==> src/design/hsx_pkg.sv <==
package hsx_pkg;
	// Geometry of the scan exchange.
	localparam int WORD_W      = 16;                  // Width of every image word and of the command word.
	localparam int IMG_WORDS   = 15;                  // Input words sent per scan, numbered 1 to 15.
	localparam int SEL_W       = 4;                   // Width of a word number.
	localparam int LATCH_N     = 6;                   // Strobe and preload latch bits.
	localparam int OUT_N       = 4;                   // Outputs of the module.
	localparam int DIS_N       = 2;                   // Live input bits reported beside the latches.

	// Word numbers of the input word image.
	localparam logic [3:0] W_STATUS_CODE = 4'h1;      // Status code word.
	localparam logic [3:0] W_RATE1       = 4'h2;      // Counts per timebase, counter 1.
	localparam logic [3:0] W_RATE2       = 4'h3;      // Counts per timebase, counter 2 (zero when single).
	localparam logic [3:0] W_ACC1        = 4'h4;      // Accumulator of counter 1, low half.
	localparam logic [3:0] W_CAP_A1      = 4'h6;      // First capture register, low half.
	localparam logic [3:0] W_CAP_B1      = 4'h8;      // Second capture register, low half.
	localparam logic [3:0] W_ACC2        = 4'hA;      // Dual: accumulator 2; single: third capture.
	localparam logic [3:0] W_CAP_A2      = 4'hC;      // Dual: counter 2 first capture; single: zero.
	localparam logic [3:0] W_CAP_B2      = 4'hE;      // Dual: counter 2 second capture; single: zero.

	// Status bit positions.
	localparam int SB_LATCH      = 0;                 // Latch bits 0 to 5.
	localparam int SB_LIVE       = 6;                 // Live input bits 6 and 7.
	localparam int SB_HOME_FOUND = 8;                 // Home found, single configuration only.
	localparam int SB_OUT        = 9;                 // Output status bits 9 to 12.
	localparam int SB_READY      = 14;                // Module ready.
	localparam int SB_ERROR      = 15;                // Error present.

	// Command bit positions.
	localparam int CB_RESET      = 0;                 // Latch reset bits 0 to 5.
	localparam int CB_HOME_CMD   = 8;                 // Home command, single configuration only.
	localparam int CB_OUT_EN     = 9;                 // Output enable bits 9 to 12.
	localparam int CB_CLR_ERR    = 15;                // Clear error.

	// Reset values.
	localparam logic [15:0] STATUS_RST = 16'h0000;    // Status word after reset.
	localparam logic [15:0] CMD_RST    = 16'h0000;    // Command word after reset: all outputs disabled.
	localparam logic [15:0] WORD_RST   = 16'h0000;    // Image words after reset.

	// Single configuration has three captures, so its live latch bit 5 stays clear.
	localparam logic [5:0] SINGLE_LATCH_MASK = 6'h1F; // Latch bits in use when single.

	typedef logic [15:0] hsx_word_t;                  // One image or command word.

	// Host sequencer states.
	typedef enum logic [3:0] {
		HSX_IDLE   = 4'h1,
		HSX_STROBE = 4'h2,
		HSX_READ   = 4'h4,
		HSX_WAIT   = 4'h8
	} hsx_state_t;
endpackage : hsx_pkg

==> src/design/hsx_if.sv <==
`timescale 1ns/100ps
interface hsx_if;
	import hsx_pkg::*;
	// Scan start with the command word, from the controller.
	logic                  scan_strobe;               // One-cycle pulse, command word valid with it.
	hsx_word_t             cmd_word;                  // Command word.
	// Word reads of the input image.
	logic                  word_rd;                   // One-cycle read request.
	logic [SEL_W-1:0]      word_sel;                  // Word number 1 to 15, valid with word_rd.
	hsx_word_t             word_data;                 // Read data, valid with word_ack.
	logic                  word_ack;                  // One-cycle answer to word_rd.
	// Live status bits from the module.
	hsx_word_t             status_bits;               // Status word.

	modport dev  (input scan_strobe, cmd_word, word_rd, word_sel,
		output word_data, word_ack, status_bits);
	modport host (output scan_strobe, cmd_word, word_rd, word_sel,
		input word_data, word_ack, status_bits);
endinterface : hsx_if

==> src/design/hsx_dev.sv <==
// Behaviour
// Strobe or preload event sets its latch
// Latch clears only by its reset bit
// Controller pulses reset bit for one scan
// Four bits show commanded output states
// Ready set after self tests pass
// Error sets flag and status code word
// Clear-error command clears flag and code
// Dual: live disable level per counter
// Single: live disable and home switch levels
// Single: home found bit when home reached
// Controller sends command word every scan
// Command bits 9-12 gate four outputs
// Dual word layout, counters at 4-9, 10-15
// Single word layout, unused words read zero
// Two-word values coherent, low word first
`timescale 1ns/100ps
module hsx_dev (
	// Clock and reset.
	input  wire logic                 sys_clk,
	input  wire logic                 rst_n,
	// Link to the controller.
	hsx_if.dev                        link,
	// Configuration: 1 selects the single-counter layout.
	input  wire logic                 cfg_single,
	// Counting logic events, one-cycle pulses.
	input  wire logic [5:0]           latch_evt,
	input  wire logic                 home_found_evt,
	input  wire logic                 err_evt,
	input  wire hsx_pkg::hsx_word_t   err_code,
	// Self test result.
	input  wire logic                 selftest_done,
	input  wire logic                 selftest_fail,
	// Pins: disable inputs and home limit switch.
	input  wire logic [1:0]           disable_pin,
	input  wire logic                 home_pin,
	// Counter values.
	input  wire hsx_pkg::hsx_word_t   rate1,
	input  wire hsx_pkg::hsx_word_t   rate2,
	input  wire logic [31:0]          accum1,
	input  wire logic [31:0]          accum2,
	input  wire logic [31:0]          capture [0:3],
	// Requested output states from the preset logic.
	input  wire logic [3:0]           out_req,
	// Gated outputs and home command to the counting logic.
	output logic [3:0]                out_on,
	output logic                      home_cmd
);
	import hsx_pkg::*;

	////////////////////////////////////////////////////////////////////////////
	// Declarations.
	logic [5:0]      latch_q;                         // Sticky strobe and preload latches.
	logic            home_found_q;                    // Sticky home found flag.
	logic            ready_q;                         // Ready flag.
	logic            err_q;                           // Error flag.
	hsx_word_t       code_q;                          // Status code word.
	hsx_word_t       cmd_q;                           // Command word of the last scan.
	logic [2:0]      pin_s1_q;                        // First synchroniser stage for pins.
	logic [2:0]      pin_s2_q;                        // Second synchroniser stage for pins.
	logic [3:0]      out_q;                           // Commanded output states.
	hsx_word_t       snap_q [1:15];                   // Scan snapshot of the word image.
	hsx_word_t       img    [1:15];                   // Live word image.
	hsx_word_t       data_q;                          // Read data register.
	logic            ack_q;                           // Read answer.
	logic [5:0]      latch_use;                       // Latch bits used in this layout.
	logic [5:0]      rst_bits;                        // Reset bits taken this cycle.
	logic            clr_err;                         // Clear error taken this cycle.

	// Reset and clear bits only act in the cycle a scan delivers them.
	assign rst_bits  = link.scan_strobe ? link.cmd_word[CB_RESET +: LATCH_N] : 6'h00;
	assign clr_err   = link.scan_strobe & link.cmd_word[CB_CLR_ERR];
	assign latch_use = cfg_single ? SINGLE_LATCH_MASK : 6'h3F;

	////////////////////////////////////////////////////////////////////////////
	// Command word storage: the last scan's word stays in force.
	always_ff @(posedge sys_clk or negedge rst_n) begin
		if (!rst_n) begin
			cmd_q <= CMD_RST;
		end else if (link.scan_strobe) begin
			cmd_q <= link.cmd_word;
		end
	end

	////////////////////////////////////////////////////////////////////////////
	// Strobe and preload latches; a new event wins over a reset bit.
	always_ff @(posedge sys_clk or negedge rst_n) begin
		if (!rst_n) begin
			latch_q <= 6'h00;
		end else begin
			latch_q <= ((latch_q & ~rst_bits) | latch_evt) & latch_use;
		end
	end

	////////////////////////////////////////////////////////////////////////////
	// Home found latch: set when homing reaches home, dropped with the home command.
	always_ff @(posedge sys_clk or negedge rst_n) begin
		if (!rst_n) begin
			home_found_q <= 1'b0;
		end else if (cfg_single && home_found_evt) begin
			home_found_q <= 1'b1;
		end else if (!cmd_q[CB_HOME_CMD] || !cfg_single) begin
			home_found_q <= 1'b0;
		end
	end

	////////////////////////////////////////////////////////////////////////////
	// Ready is raised once the self tests end without failure and kept until reset.
	always_ff @(posedge sys_clk or negedge rst_n) begin
		if (!rst_n) begin
			ready_q <= 1'b0;
		end else if (selftest_done && !selftest_fail) begin
			ready_q <= 1'b1;
		end
	end

	////////////////////////////////////////////////////////////////////////////
	// Error flag and code; a new error in the clearing cycle survives.
	always_ff @(posedge sys_clk or negedge rst_n) begin
		if (!rst_n) begin
			err_q  <= 1'b0;
			code_q <= WORD_RST;
		end else if (err_evt) begin
			err_q  <= 1'b1;
			code_q <= err_code;
		end else if (clr_err) begin
			err_q  <= 1'b0;
			code_q <= WORD_RST;
		end
	end

	////////////////////////////////////////////////////////////////////////////
	// Pin synchronisers for the disable and home switch inputs.
	always_ff @(posedge sys_clk or negedge rst_n) begin
		if (!rst_n) begin
			pin_s1_q <= 3'h0;
			pin_s2_q <= 3'h0;
		end else begin
			pin_s1_q <= {home_pin, disable_pin};
			pin_s2_q <= pin_s1_q;
		end
	end

	////////////////////////////////////////////////////////////////////////////
	// Outputs: a request only turns an output on while its enable bit is set.
	always_ff @(posedge sys_clk or negedge rst_n) begin
		if (!rst_n) begin
			out_q <= 4'h0;
		end else begin
			out_q <= out_req & cmd_q[CB_OUT_EN +: OUT_N];
		end
	end

	assign out_on   = out_q;
	assign home_cmd = cmd_q[CB_HOME_CMD] & cfg_single;

	////////////////////////////////////////////////////////////////////////////
	// Status word, rebuilt every cycle from the flags above.
	always_ff @(posedge sys_clk or negedge rst_n) begin
		if (!rst_n) begin
			link.status_bits <= STATUS_RST;
		end else begin
			link.status_bits                       <= STATUS_RST;
			link.status_bits[SB_LATCH +: LATCH_N]  <= latch_q;
			// Dual: both disables; single: disable 1 and home switch.
			link.status_bits[SB_LIVE]              <= pin_s2_q[0];
			link.status_bits[SB_LIVE + 1]          <= cfg_single ? pin_s2_q[2] : pin_s2_q[1];
			link.status_bits[SB_HOME_FOUND]        <= home_found_q;
			link.status_bits[SB_OUT +: OUT_N]      <= out_q;
			link.status_bits[SB_READY]             <= ready_q;
			link.status_bits[SB_ERROR]             <= err_q;
		end
	end

	////////////////////////////////////////////////////////////////////////////
	// Live word image in the layout of the selected configuration.
	always_comb begin
		for (int i = 1; i <= IMG_WORDS; i++) begin
			img[i] = WORD_RST;
		end
		img[W_STATUS_CODE] = code_q;
		img[W_RATE1]       = rate1;
		img[W_ACC1]        = accum1[15:0];
		img[W_ACC1 + 4'h1] = accum1[31:16];
		img[W_CAP_A1]      = capture[0][15:0];
		img[W_CAP_A1+4'h1] = capture[0][31:16];
		img[W_CAP_B1]      = capture[1][15:0];
		img[W_CAP_B1+4'h1] = capture[1][31:16];
		if (cfg_single) begin
			img[W_ACC2]        = capture[2][15:0];
			img[W_ACC2 + 4'h1] = capture[2][31:16];
		end else begin
			img[W_RATE2]         = rate2;
			img[W_ACC2]          = accum2[15:0];
			img[W_ACC2 + 4'h1]   = accum2[31:16];
			img[W_CAP_A2]        = capture[2][15:0];
			img[W_CAP_A2 + 4'h1] = capture[2][31:16];
			img[W_CAP_B2]        = capture[3][15:0];
			img[W_CAP_B2 + 4'h1] = capture[3][31:16];
		end
	end

	////////////////////////////////////////////////////////////////////////////
	// Snapshot at the scan strobe so both halves of a value come from one instant.
	always_ff @(posedge sys_clk or negedge rst_n) begin
		if (!rst_n) begin
			for (int i = 1; i <= IMG_WORDS; i++) begin
				snap_q[i] <= WORD_RST;
			end
		end else if (link.scan_strobe) begin
			for (int i = 1; i <= IMG_WORDS; i++) begin
				snap_q[i] <= img[i];
			end
		end
	end

	////////////////////////////////////////////////////////////////////////////
	// Word reads: answered one cycle later; word number 0 reads zero.
	always_ff @(posedge sys_clk or negedge rst_n) begin
		if (!rst_n) begin
			ack_q  <= 1'b0;
			data_q <= WORD_RST;
		end else begin
			ack_q <= link.word_rd;
			if (link.word_rd) begin
				data_q <= (link.word_sel == 4'h0) ? WORD_RST : snap_q[link.word_sel];
			end
		end
	end

	assign link.word_ack  = ack_q;
	assign link.word_data = data_q;
endmodule : hsx_dev

==> src/flat_wrapper.sv <==
// flat-port wrapper written by rule: the top's interface ports become plain ports
module hsx_dev_flat import hsx_pkg::*;
  (sys_clk, rst_n, cfg_single, latch_evt, home_found_evt, err_evt, err_code, selftest_done, selftest_fail, disable_pin, home_pin, rate1, rate2, accum1, accum2, capture, out_req, out_on, home_cmd, link_scan_strobe, link_cmd_word, link_word_rd, link_word_sel, link_word_data, link_word_ack, link_status_bits);
  hsx_if link_i ();
  input  wire logic sys_clk;
  input  wire logic rst_n;
  input  wire logic cfg_single;
  input  wire logic [5:0] latch_evt;
  input  wire logic home_found_evt;
  input  wire logic err_evt;
  input  wire hsx_pkg::hsx_word_t err_code;
  input  wire logic selftest_done;
  input  wire logic selftest_fail;
  input  wire logic [1:0] disable_pin;
  input  wire logic home_pin;
  input  wire hsx_pkg::hsx_word_t rate1;
  input  wire hsx_pkg::hsx_word_t rate2;
  input  wire logic [31:0] accum1;
  input  wire logic [31:0] accum2;
  input  wire logic [31:0] capture[0:3];
  input  wire logic [3:0] out_req;
  output logic [3:0] out_on;
  output logic home_cmd;
  input wire logic [$bits(link_i.scan_strobe)-1:0] link_scan_strobe;
  input wire logic [$bits(link_i.cmd_word)-1:0] link_cmd_word;
  input wire logic [$bits(link_i.word_rd)-1:0] link_word_rd;
  input wire logic [$bits(link_i.word_sel)-1:0] link_word_sel;
  output wire logic [$bits(link_i.word_data)-1:0] link_word_data;
  output wire logic [$bits(link_i.word_ack)-1:0] link_word_ack;
  output wire logic [$bits(link_i.status_bits)-1:0] link_status_bits;
  assign link_i.scan_strobe = link_scan_strobe;
  assign link_i.cmd_word = link_cmd_word;
  assign link_i.word_rd = link_word_rd;
  assign link_i.word_sel = link_word_sel;
  assign link_word_data = link_i.word_data;
  assign link_word_ack = link_i.word_ack;
  assign link_status_bits = link_i.status_bits;
  hsx_dev u_core (.sys_clk(sys_clk), .rst_n(rst_n), .link(link_i), .cfg_single(cfg_single), .latch_evt(latch_evt), .home_found_evt(home_found_evt), .err_evt(err_evt), .err_code(err_code), .selftest_done(selftest_done), .selftest_fail(selftest_fail), .disable_pin(disable_pin), .home_pin(home_pin), .rate1(rate1), .rate2(rate2), .accum1(accum1), .accum2(accum2), .capture(capture), .out_req(out_req), .out_on(out_on), .home_cmd(home_cmd));
endmodule
==> config.mk <==
export PLATFORM = sky130hd
export DESIGN_NAME = hsx_dev_flat
export DESIGN_NICKNAME = d
export VERILOG_FILES = /design/src/design/hsx_pkg.sv /design/src/design/hsx_if.sv /design/src/design/hsx_dev.sv /design/src/flat_wrapper.sv
export SDC_FILE = /design/constraint.sdc
export NUM_CORES = 1
export LEC_CHECK = 0
export ABC_AREA = 1
export BUFFER_PORTS_ARGS = -buffer_cell sky130_fd_sc_hd__buf_2
export CORE_UTILIZATION = 43
export DETAILED_ROUTE_END_ITERATION = 10
export GPL_TIMING_DRIVEN = 1
export PLACE_DENSITY = 0.66
export SETUP_SLACK_MARGIN = 0.02
export SYNTH_ARGS = -nofsm -noshare
export SYNTH_HDL_FRONTEND = slang
export SYNTH_SLANG_ARGS = --single-unit
export TNS_END_PERCENT = 20
==> constraint.sdc <==
create_clock -name sys_clk -period 1.06 [get_ports sys_clk]
set_input_delay 0.212 -clock sys_clk [delete_from_list [all_inputs] [get_ports sys_clk]]
set_output_delay 0.212 -clock sys_clk [all_outputs]
set_load 0.05 [all_outputs]
* Yosys cells after proc, flatten, opt, wreduce, memory -nomap -nowiden
Index checks and enable logic that the tools add are counted.
** Word-level totals
- Register bits after elaboration :: 320
- Bits in latches :: 0
- Bits in writable memories :: 0
- Bits in read-only memories :: 0
- Input bits :: 282
- Logic and storage cells :: 61
- Memories kept :: 0
** Cells by class
- Add/subtract/negate cells :: 0
- $mul :: 0
- Div/mod/pow operators :: 0
- $lt $le $gt $ge :: 1
- Eq/ne operators :: 0
- Shift-type cells :: 0
- Muxes and demuxes :: 16
- Bitwise logic cells :: 8
- Reductions and logical operators :: 9
** Operator list (count)
- 2-to-1 mux 16 bit :: 6
- binary-select mux 16 bit (select 4 bit) :: 1
- 2-to-1 mux 64 bit :: 1
- 2-to-1 mux 32 bit :: 1
- bitwise AND 6 bit :: 2
- 2-to-1 mux 6 bit :: 2
- NOT 6 bit :: 1
- OR 6 bit :: 1
- greater-or-equal comparator 5 bit (second input constant) :: 1
- 2-to-1 mux 1 bit :: 5
- NOT 4 -> 5 bit :: 1
- bitwise AND 4 bit :: 1
- logical NOT 4 bit :: 1
- nonzero test 2 bit :: 2
- logical NOT 1 bit :: 3
- bitwise AND 1 bit :: 2
- logical AND 1 bit :: 2
- logical OR 1 bit :: 1

* Longest topological paths before layout
Gate-level depths: netlist (run 1).
- Depth after elaboration :: 5
- Depth in mapped cells :: 13

* Least setup slack after synthesis (run 1)
No wires, ideal clock.
- Path kind :: input to register
- Start :: in link_word_sel[0]
- End :: reg u_core.data_q[5], in the netlist u_core.link.word_data[5]
- Arrival :: 1.076 ns
- Data required time :: 0.942 ns
- Path slack :: -0.134 ns
- Cell stages on the path :: 11
- Buffers on the path :: 3
- Path through :: buf_4 inv_4 buf_6 buf_4 nand2_1 nand3_1 nand3_1 nand3_1 nand2_1 nand2_1 nand2_1
** On the way
- Word-level cells in the longest chain between the ends :: 5
- Elaborated cells on any way between the ends :: 6
- Classes of those cells :: mux: 4; bitwise: 1; reduce/logical: 1
** RTL lines
- from (decl) :: line flat_wrapper.sv:27 : input wire logic [$bits(link_i.word_sel)-1:0] link_word_sel;
- NOT 4 -> 5 bit (implied by the code) :: line hsx_dev.sv:226 : data_q <= (link.word_sel == 4'h0) ? WORD_RST : snap_q[link.word_sel];
- binary-select mux 16 bit (select 4 bit) :: line hsx_dev.sv:226
- 2-to-1 mux 16 bit (implied by the code) (2 in a row) :: line hsx_dev.sv:226
- 2-to-1 mux 16 bit * :: line hsx_dev.sv:226
- to (signal assigned) :: line hsx_dev.sv:226
- to (decl) :: line hsx_dev.sv:64 : hsx_word_t data_q;
Mark *: on every way between the ends. The rest lies on a longest branch, timed or not. The select of a mux whose other input is x is not followed.
A chain may end at the register's enable or synchronous reset.

* Worst setup path in the final report (run 1)
- Start :: reg u_core.cmd_q[8]
- End :: out home_cmd
** On the way
- Word-level cells in the longest chain between the ends :: 1
** RTL lines
- from (decl) :: line hsx_dev.sv:58 : hsx_word_t cmd_q;
- from (signal assigned) :: line hsx_dev.sv:81 : cmd_q <= link.cmd_word;
- bitwise AND 1 bit :: line hsx_dev.sv:155 : assign home_cmd = cmd_q[CB_HOME_CMD] & cfg_single;
- to (decl) :: line flat_wrapper.sv:23 : output logic home_cmd;
No other way between the ends.

==> results of run 1 <==
## cells in the mapped netlist
master	count	area share (%)
o21bai_1	1	0.052
inv_2	2	0.052
inv_1	235	6.1
nand3_1	161	5.6
dfrtp_1	312	54
nor2_2	3	0.13
nor2_4	1	0.078
o21ai_0	111	3.9
buf_6	4	0.31
buf_2	43	1.5
nand2_1	526	14
a22o_1	1	0.061
o21ai_1	45	1.6
conb_1	1	0.026
buf_1	2	0.052
a21o_1	5	0.26
nor2_1	49	1.3
buf_4	25	1.3
mux2_2	66	5.2
inv_4	1	0.044
a21oi_1	25	0.87
o22ai_1	63	2.7
clkbuf_1	36	0.94
## power groups by stage
stage	Sequential, uW	Combinational, uW	Clock, uW
6_report	13600	6490	13400
3_3_place_gp	13600	5220	0
5_1_grt	13700	7040	14000
4_1_cts	13500	6310	13600
3_5_place_dp	13700	5270	0
2_1_floorplan	14000	2440	0
## per-stage QoR
step                      worst slack [ns]  area [um^2]  setup TNS [ns]  power [uW]
after floorplan                    -0.0733        14500           -3.28       16400
after global placement              -0.470        17300          -23.01       18900
after detailed placement            -0.469        17300          -24.64       19000
after CTS                           -0.328        21500           -8.94       33400
after global routing                -0.361        21700          -10.99       34800
final                               -0.333        21700           -8.64       33400
## per-layer routing
layer	up-vias	share of wire (%)	track usage, %
met5	-	0	0
met4	0	4.1	13.4
met3	134	7.6	6.47
met2	621	46	47.2
met1	6738	43	40.7
li1	6674	-	-
## worst register-to-register path, cell delays in order, from the launching register on
cell     delay (ns)
dfrtp_1        0.38
inv_2          0.10
nand2_1        0.06
nand3_1        0.11
nand3_1        0.10
nand3_2        0.12
nand2_1        0.07
nand2_1        0.06
nand2_1        0.05
## placed cells by master (no fill, tap or decap), drive strengths merged
| cell | instances |
|---|---|
| o21ai | 156 |
| bufinv | 6 |
| a21o | 5 |
| clkinv | 7 |
| inv | 238 |
| o22ai | 63 |
| buf | 447 |
| nor2 | 53 |
| a22o | 1 |
| clkbuf | 48 |
| conb | 1 |
| o21bai | 1 |
| nand3 | 161 |
| a21oi | 25 |
| diode | 5 |
| dfrtp | 312 |
| mux2 | 66 |
| dlygate4sd3 | 249 |
| clkinvlp | 2 |
| nand2 | 526 |
## cell families (layout without fill, tap and decap cells)
family	Yosys count	after routing	synth area share [%]
buf+inv	348	997	10.3
other cells	1	6	0.0261
mux	66	66	5.17
compound gates	251	251	9.41
flops	312	312	54.3
simple gates	740	740	20.8
## area by class of cell
type                       count  area, um^2  share of cell area (%)
clock inverter                15         230                    1.06
inverter                     238         898                    4.14
timing repair buffer         696        5720                    26.4
clock buffer                  48        1060                    4.88
sequential                   312        7810                    36.0
multi-input combinational   1058        5400                    24.9
antenna                        5        12.5                  0.0577
tap                          442         553                    2.55
## repair_timing
action,in CTS,in global routing
hold buffers,249,0
buffers inserted,2,3
endpoints found under the setup margin,53,53
gates resized for setup,165,48
pin swaps,13,13
hold endpoints to repair,563,0
## sequential cells by signal (all words and copies together), names as in the netlist
signal and cells:
u_core.ready_q 1, u_core.code_q 16, u_core.pin_s1_q 3, u_core.err_q 1, u_core.out_on 4, u_core.link.status_bits 15
u_core.link.word_data 16, u_core.snap_q 240, u_core.cmd_q 5, u_core.link.word_ack 1, u_core.pin_s2_q 3, u_core.home_found_q 1
u_core.latch_q 6
## how the worst max path moves through the flow
stage                                start                   endpoint  slack [ns]  depth (start not counted)
after floorplan           link_word_sel[0]  u_core.link.word_data[12]       -0.07                         11
after detailed placement  link_word_sel[0]   u_core.link.word_data[5]       -0.47                         12
after global placement    link_word_sel[0]   u_core.link.word_data[5]       -0.47                         12
after CTS                  u_core.cmd_q[8]                   home_cmd       -0.33                          3
final                      u_core.cmd_q[8]                   home_cmd       -0.33                          3
after global routing       u_core.cmd_q[8]                   home_cmd       -0.36                          3
==> impl_metrics.json, run 1 <==
{
  "clock_latency_ns": 0.52,
  "syn_inst": 1718,
  "pwr-share-clk_pct": 40.0,
  "place_inst": 2492,
  "grt_pass1_vias": 14500,
  "routed_via_density": 5.03,
  "p_switching_uw": 9110,
  "place.port_buffers": 314,
  "die_x_um": 185,
  "hold_ws_ns": 0.0203,
  "holdPathStages": 3,
  "netlist_area_um2": 14400,
  "drtIter0Drc": 1001,
  "syn_to_final_growth_pct": 50.6,
  "avgSynthCellArea_um2": 8.38,
  "worstHoldEndpoint": "u_core.snap_q[89]",
  "setup_violations": 51,
  "dp_hpwl_um": 34700,
  "max-cap-violations": 0,
  "post-route-min-period_ns": 1.39,
  "grt_use_total_pct": 30.3,
  "ys_ff_latch": 312,
  "finalCritPeriodShare_pct": 131,
  "crit_path_max_incr_delay_ns": 0.38,
  "finalNonFillerCells": 2814,
  "clkTransAtPathRegs_ns": 0.06,
  "switching_share_pct": 27.2,
  "cts-root-buf": "clkbuf_16",
  "hold_viol": 0,
  "grt_overflow": 0,
  "violations": "setup timing",
  "wl_per_cell_um": 18.3,
  "ios": 320,
  "vias": 14200,
  "numCtsBuffers": 36,
  "fillers": 2595,
  "syn_nets": 2000,
  "r2r-start": "u_core.snap_q[5]",
  "start_util_pct": 44.0,
  "worstPathRequired_ns": 0.85,
  "clock-sinks": 312,
  "grt_pass1_wl_um": 78700,
  "skew_ns": 0.0127,
  "placementRows": 66,
  "cts_tree": "built",
  "crit_fanout": 2,
  "crit_arrival_ns": 1.18,
  "sequentialPowerShare_pct": 40.6,
  "path_buf_inv": 2,
  "grt_setup_unrepaired": "yes",
  "synth-warning-count": 0,
  "reg2regPathDepth": 8,
  "power_density_nw_per_um2": 1540,
  "drive_gt1_share_pct": 30.4,
  "rrSetupSlack_ns": -0.09,
  "gp_congestion": 0.876,
  "ir_drop_uv": 1240,
  "min_path_type": "in -> reg",
  "drt_pass1_iterations": 5,
  "start_kind": "flop",
  "coreArea_um2": 32700,
  "nNetsFinal": 2624,
  "fmax_mhz": 718,
  "finalMaxSlewViolations": 0,
  "p_comb_share_pct": 19.4,
  "regToRegEndpoint": "u_core.link.word_data[5]",
  "worstSetupEndpointType": "primary output",
  "critPathSlowestCell": "dfrtp_1",
  "clock_path_buffers": 3,
  "grt_max_degree": 79,
  "cp_cell_sequence": "nand2_1, inv_2, buf_6",
  "drc": 0,
  "drt_wl_total_um": 51400,
  "ys_seq_area_share_pct": 54.3,
  "die_area_um2": 34200,
  "antenna_found_initial": 5,
  "status": "finished with violations",
  "die_y_um": 185,
  "cts_max_level": 2,
  "hp-start": "accum2[9]",
  "post-route-util_pct": 66.3,
  "p_leak_uw": 0.0110,
  "ant_nets": 0,
  "fin_ws_ns": -0.333,
  "cpLargestDelayFamily": "flip-flops",
  "synth.distinct_cells": 23,
  "power.internal_uw": 24300,
  "worstSetupPathType": "reg -> out"
}
Power figures use the tool's default switching activity.
==> inputs of run 2 (changes only) <==
Settings changed: MAX_ROUTING_LAYER set to met4.
==> run 2 against run 1 <==
The flow still finishes with violations (setup timing). Total power is 2.9% lower. Via count is 0.32% lower. First-iteration DRC count is 20% higher. Flip-flop and latch count stayed put. Core utilization is 0.82 points lower. Maximum frequency is 3.2% higher. Highest routed layer unchanged.
==> impl_metrics.json, run 2 (same netlist as run 1, synthesis figures left out) <==
{
  "wl_per_cell_um": 18.3,
  "skew_ns": 0.0178,
  "grt_use_total_pct": 31.2,
  "crit_path_max_incr_delay_ns": 0.44,
  "finalCritPeriodShare_pct": 127,
  "fin_ws_ns": -0.289,
  "cp_cell_sequence": "buf_6",
  "pre_cts_ws_ns": -0.438,
  "p_comb_share_pct": 19.9,
  "setup_violations": 48,
  "drtIter0Drc": 1201,
  "reg2regPathDepth": 8,
  "regArea_um2": 7810,
  "cts_tree": "built",
  "start_kind": "flop",
  "holdPathStages": 3,
  "place.port_buffers": 314,
  "violations": "setup timing",
  "post-route-min-period_ns": 1.35,
  "numCtsBuffers": 35,
  "final_cell_mix": "nand2_1 (514), dfrtp_1 (312), buf_2 (274)",
  "hold_viol": 0,
  "post-route-util_pct": 65.5,
  "drc": 0,
  "largest_register_ffs": 240,
  "p_switching_uw": 9010,
  "p_leak_uw": 0.0109,
  "grt_overflow": 0,
  "start_util_pct": 44.0,
  "vias": 14100,
  "sequentialPowerShare_pct": 41.8,
  "grt_max_degree": 63,
  "top_register": "u_core.snap_q",
  "worstSetupEndpointType": "primary output",
  "clock_latency_ns": 0.51,
  "power_density_nw_per_um2": 1520,
  "crit_arrival_ns": 1.14,
  "cts-root-buf": "clkbuf_16",
  "fillers": 2604,
  "min_path_type": "in -> reg",
  "ir_drop_uv": 1000,
  "grt_setup_unrepaired": "yes",
  "worstHoldEndpoint": "u_core.snap_q[69]",
  "hp-start": "accum2[21]",
  "clock-sinks": 312,
  "ant_nets": 0,
  "nNetsFinal": 2611,
  "rrSetupSlack_ns": -0.06,
  "dp_hpwl_um": 35400,
  "critPathSlowestCell": "dfrtp_1",
  "power.internal_uw": 23500,
  "grt_pass1_vias": 14100,
  "drive_gt1_share_pct": 29.6,
  "gp_congestion": 0.931,
  "clock_path_buffers": 3,
  "switching_share_pct": 27.8,
  "cts_max_level": 2,
  "die_area_um2": 34200,
  "die_y_um": 185,
  "layout_commonest_cell": "nand2_1",
  "worstPathRequired_ns": 0.85,
  "ios": 320,
  "drt_wl_total_um": 51300,
  "syn_to_final_growth_pct": 48.8,
  "drt_pass1_iterations": 5,
  "status": "finished with violations",
  "max-cap-violations": 0,
  "r2r-start": "u_core.snap_q[26]",
  "routed_via_density": 5.05,
  "coreArea_um2": 32700,
  "crit_fanout": 2,
  "finalMaxSlewViolations": 0,
  "regToRegEndpoint": "u_core.link.word_data[10]",
  "cpLargestDelayFamily": "flip-flops",
  "fmax_mhz": 741,
  "grt_pass1_wl_um": 78500,
  "antenna_found_initial": 5,
  "multi_input_area_um2": 5350,
  "clkTransAtPathRegs_ns": 0.06,
  "placementRows": 66,
  "pwr-share-clk_pct": 38.3,
  "path_buf_inv": 1,
  "die_x_um": 185,
  "worstSetupPathType": "reg -> out"
}
-- run 2: how the worst max path moves through the flow --
stage / startpoint / endpoint / slack, ns / cells after the start
floorplan: link_word_sel[0] / u_core.link.word_data[12] / -0.07 / 11
global placement: link_word_sel[1] / u_core.link.word_data[5] / -0.44 / 9
detailed placement: link_word_sel[1] / u_core.link.word_data[6] / -0.44 / 9
CTS: u_core.link.word_data[6] / link_word_data[6] / -0.31 / 1
global route: u_core.cmd_q[8] / home_cmd / -0.32 / 3
finish: u_core.link.word_data[9] / link_word_data[9] / -0.29 / 1
-- run 2: layer usage --
layer | vias up | GRT usage, % | wire, um
li1 | 6639 | - | -
met1 | 6748 | 42.1 | 22300
met2 | 615 | 46.5 | 23100
met3 | 120 | 6.29 | 4030
met4 | 0 | 11.8 | 1890
met5 | - | - | 0
-- run 2: what timing repair did --
item / CTS / global route
pin swaps: 16 / 14
endpoints found under the hold margin: 440 / 1
gates resized for setup: 154 / 41
hold buffers: 231 / 1
buffers inserted: 6 / 1
cloned: 0 / 0
endpoints found under the setup margin: 53 / 53
-- run 2: power groups by stage --
stage | registers [uW] | clock network [uW] | logic (uW)
floorplan | 14000 | 0 | 2440
detailed placement | 13700 | 0 | 5300
finish | 13600 | 12400 | 6450
CTS | 13500 | 12600 | 6300
global route | 13700 | 13000 | 7010
global placement | 13700 | 0 | 5240
-- run 2: final cells by class --
| type | instances | share of cell area [%] |
|---|---|---|
| flip-flops and latches | 312 | 36.5 |
| repair buffers | 684 | 26.2 |
| multi-input cells | 1058 | 25.0 |
| clock buffers | 53 | 4.93 |
| inverters | 238 | 4.20 |
| well taps | 442 | 2.58 |
| clock inverters | 7 | 0.549 |
| diodes | 5 | 0.0584 |
-- run 2: through the flow --
step	instance area (um^2)	std cells	hold WS [ns]	setup TNS (ns)	total power (uW)
6_report	21400	2799	0.00489	-8.26	32500
5_1_grt	21400	2799	0.00582	-10.27	33700
4_1_cts	21300	2792	0.00167	-8.52	32400
3_5_place_dp	17400	2495	0.0530	-21.61	19000
3_3_place_gp	17400	2495	0.0535	-18.84	18900
2_1_floorplan	14500	1718	-0.0836	-3.28	16400
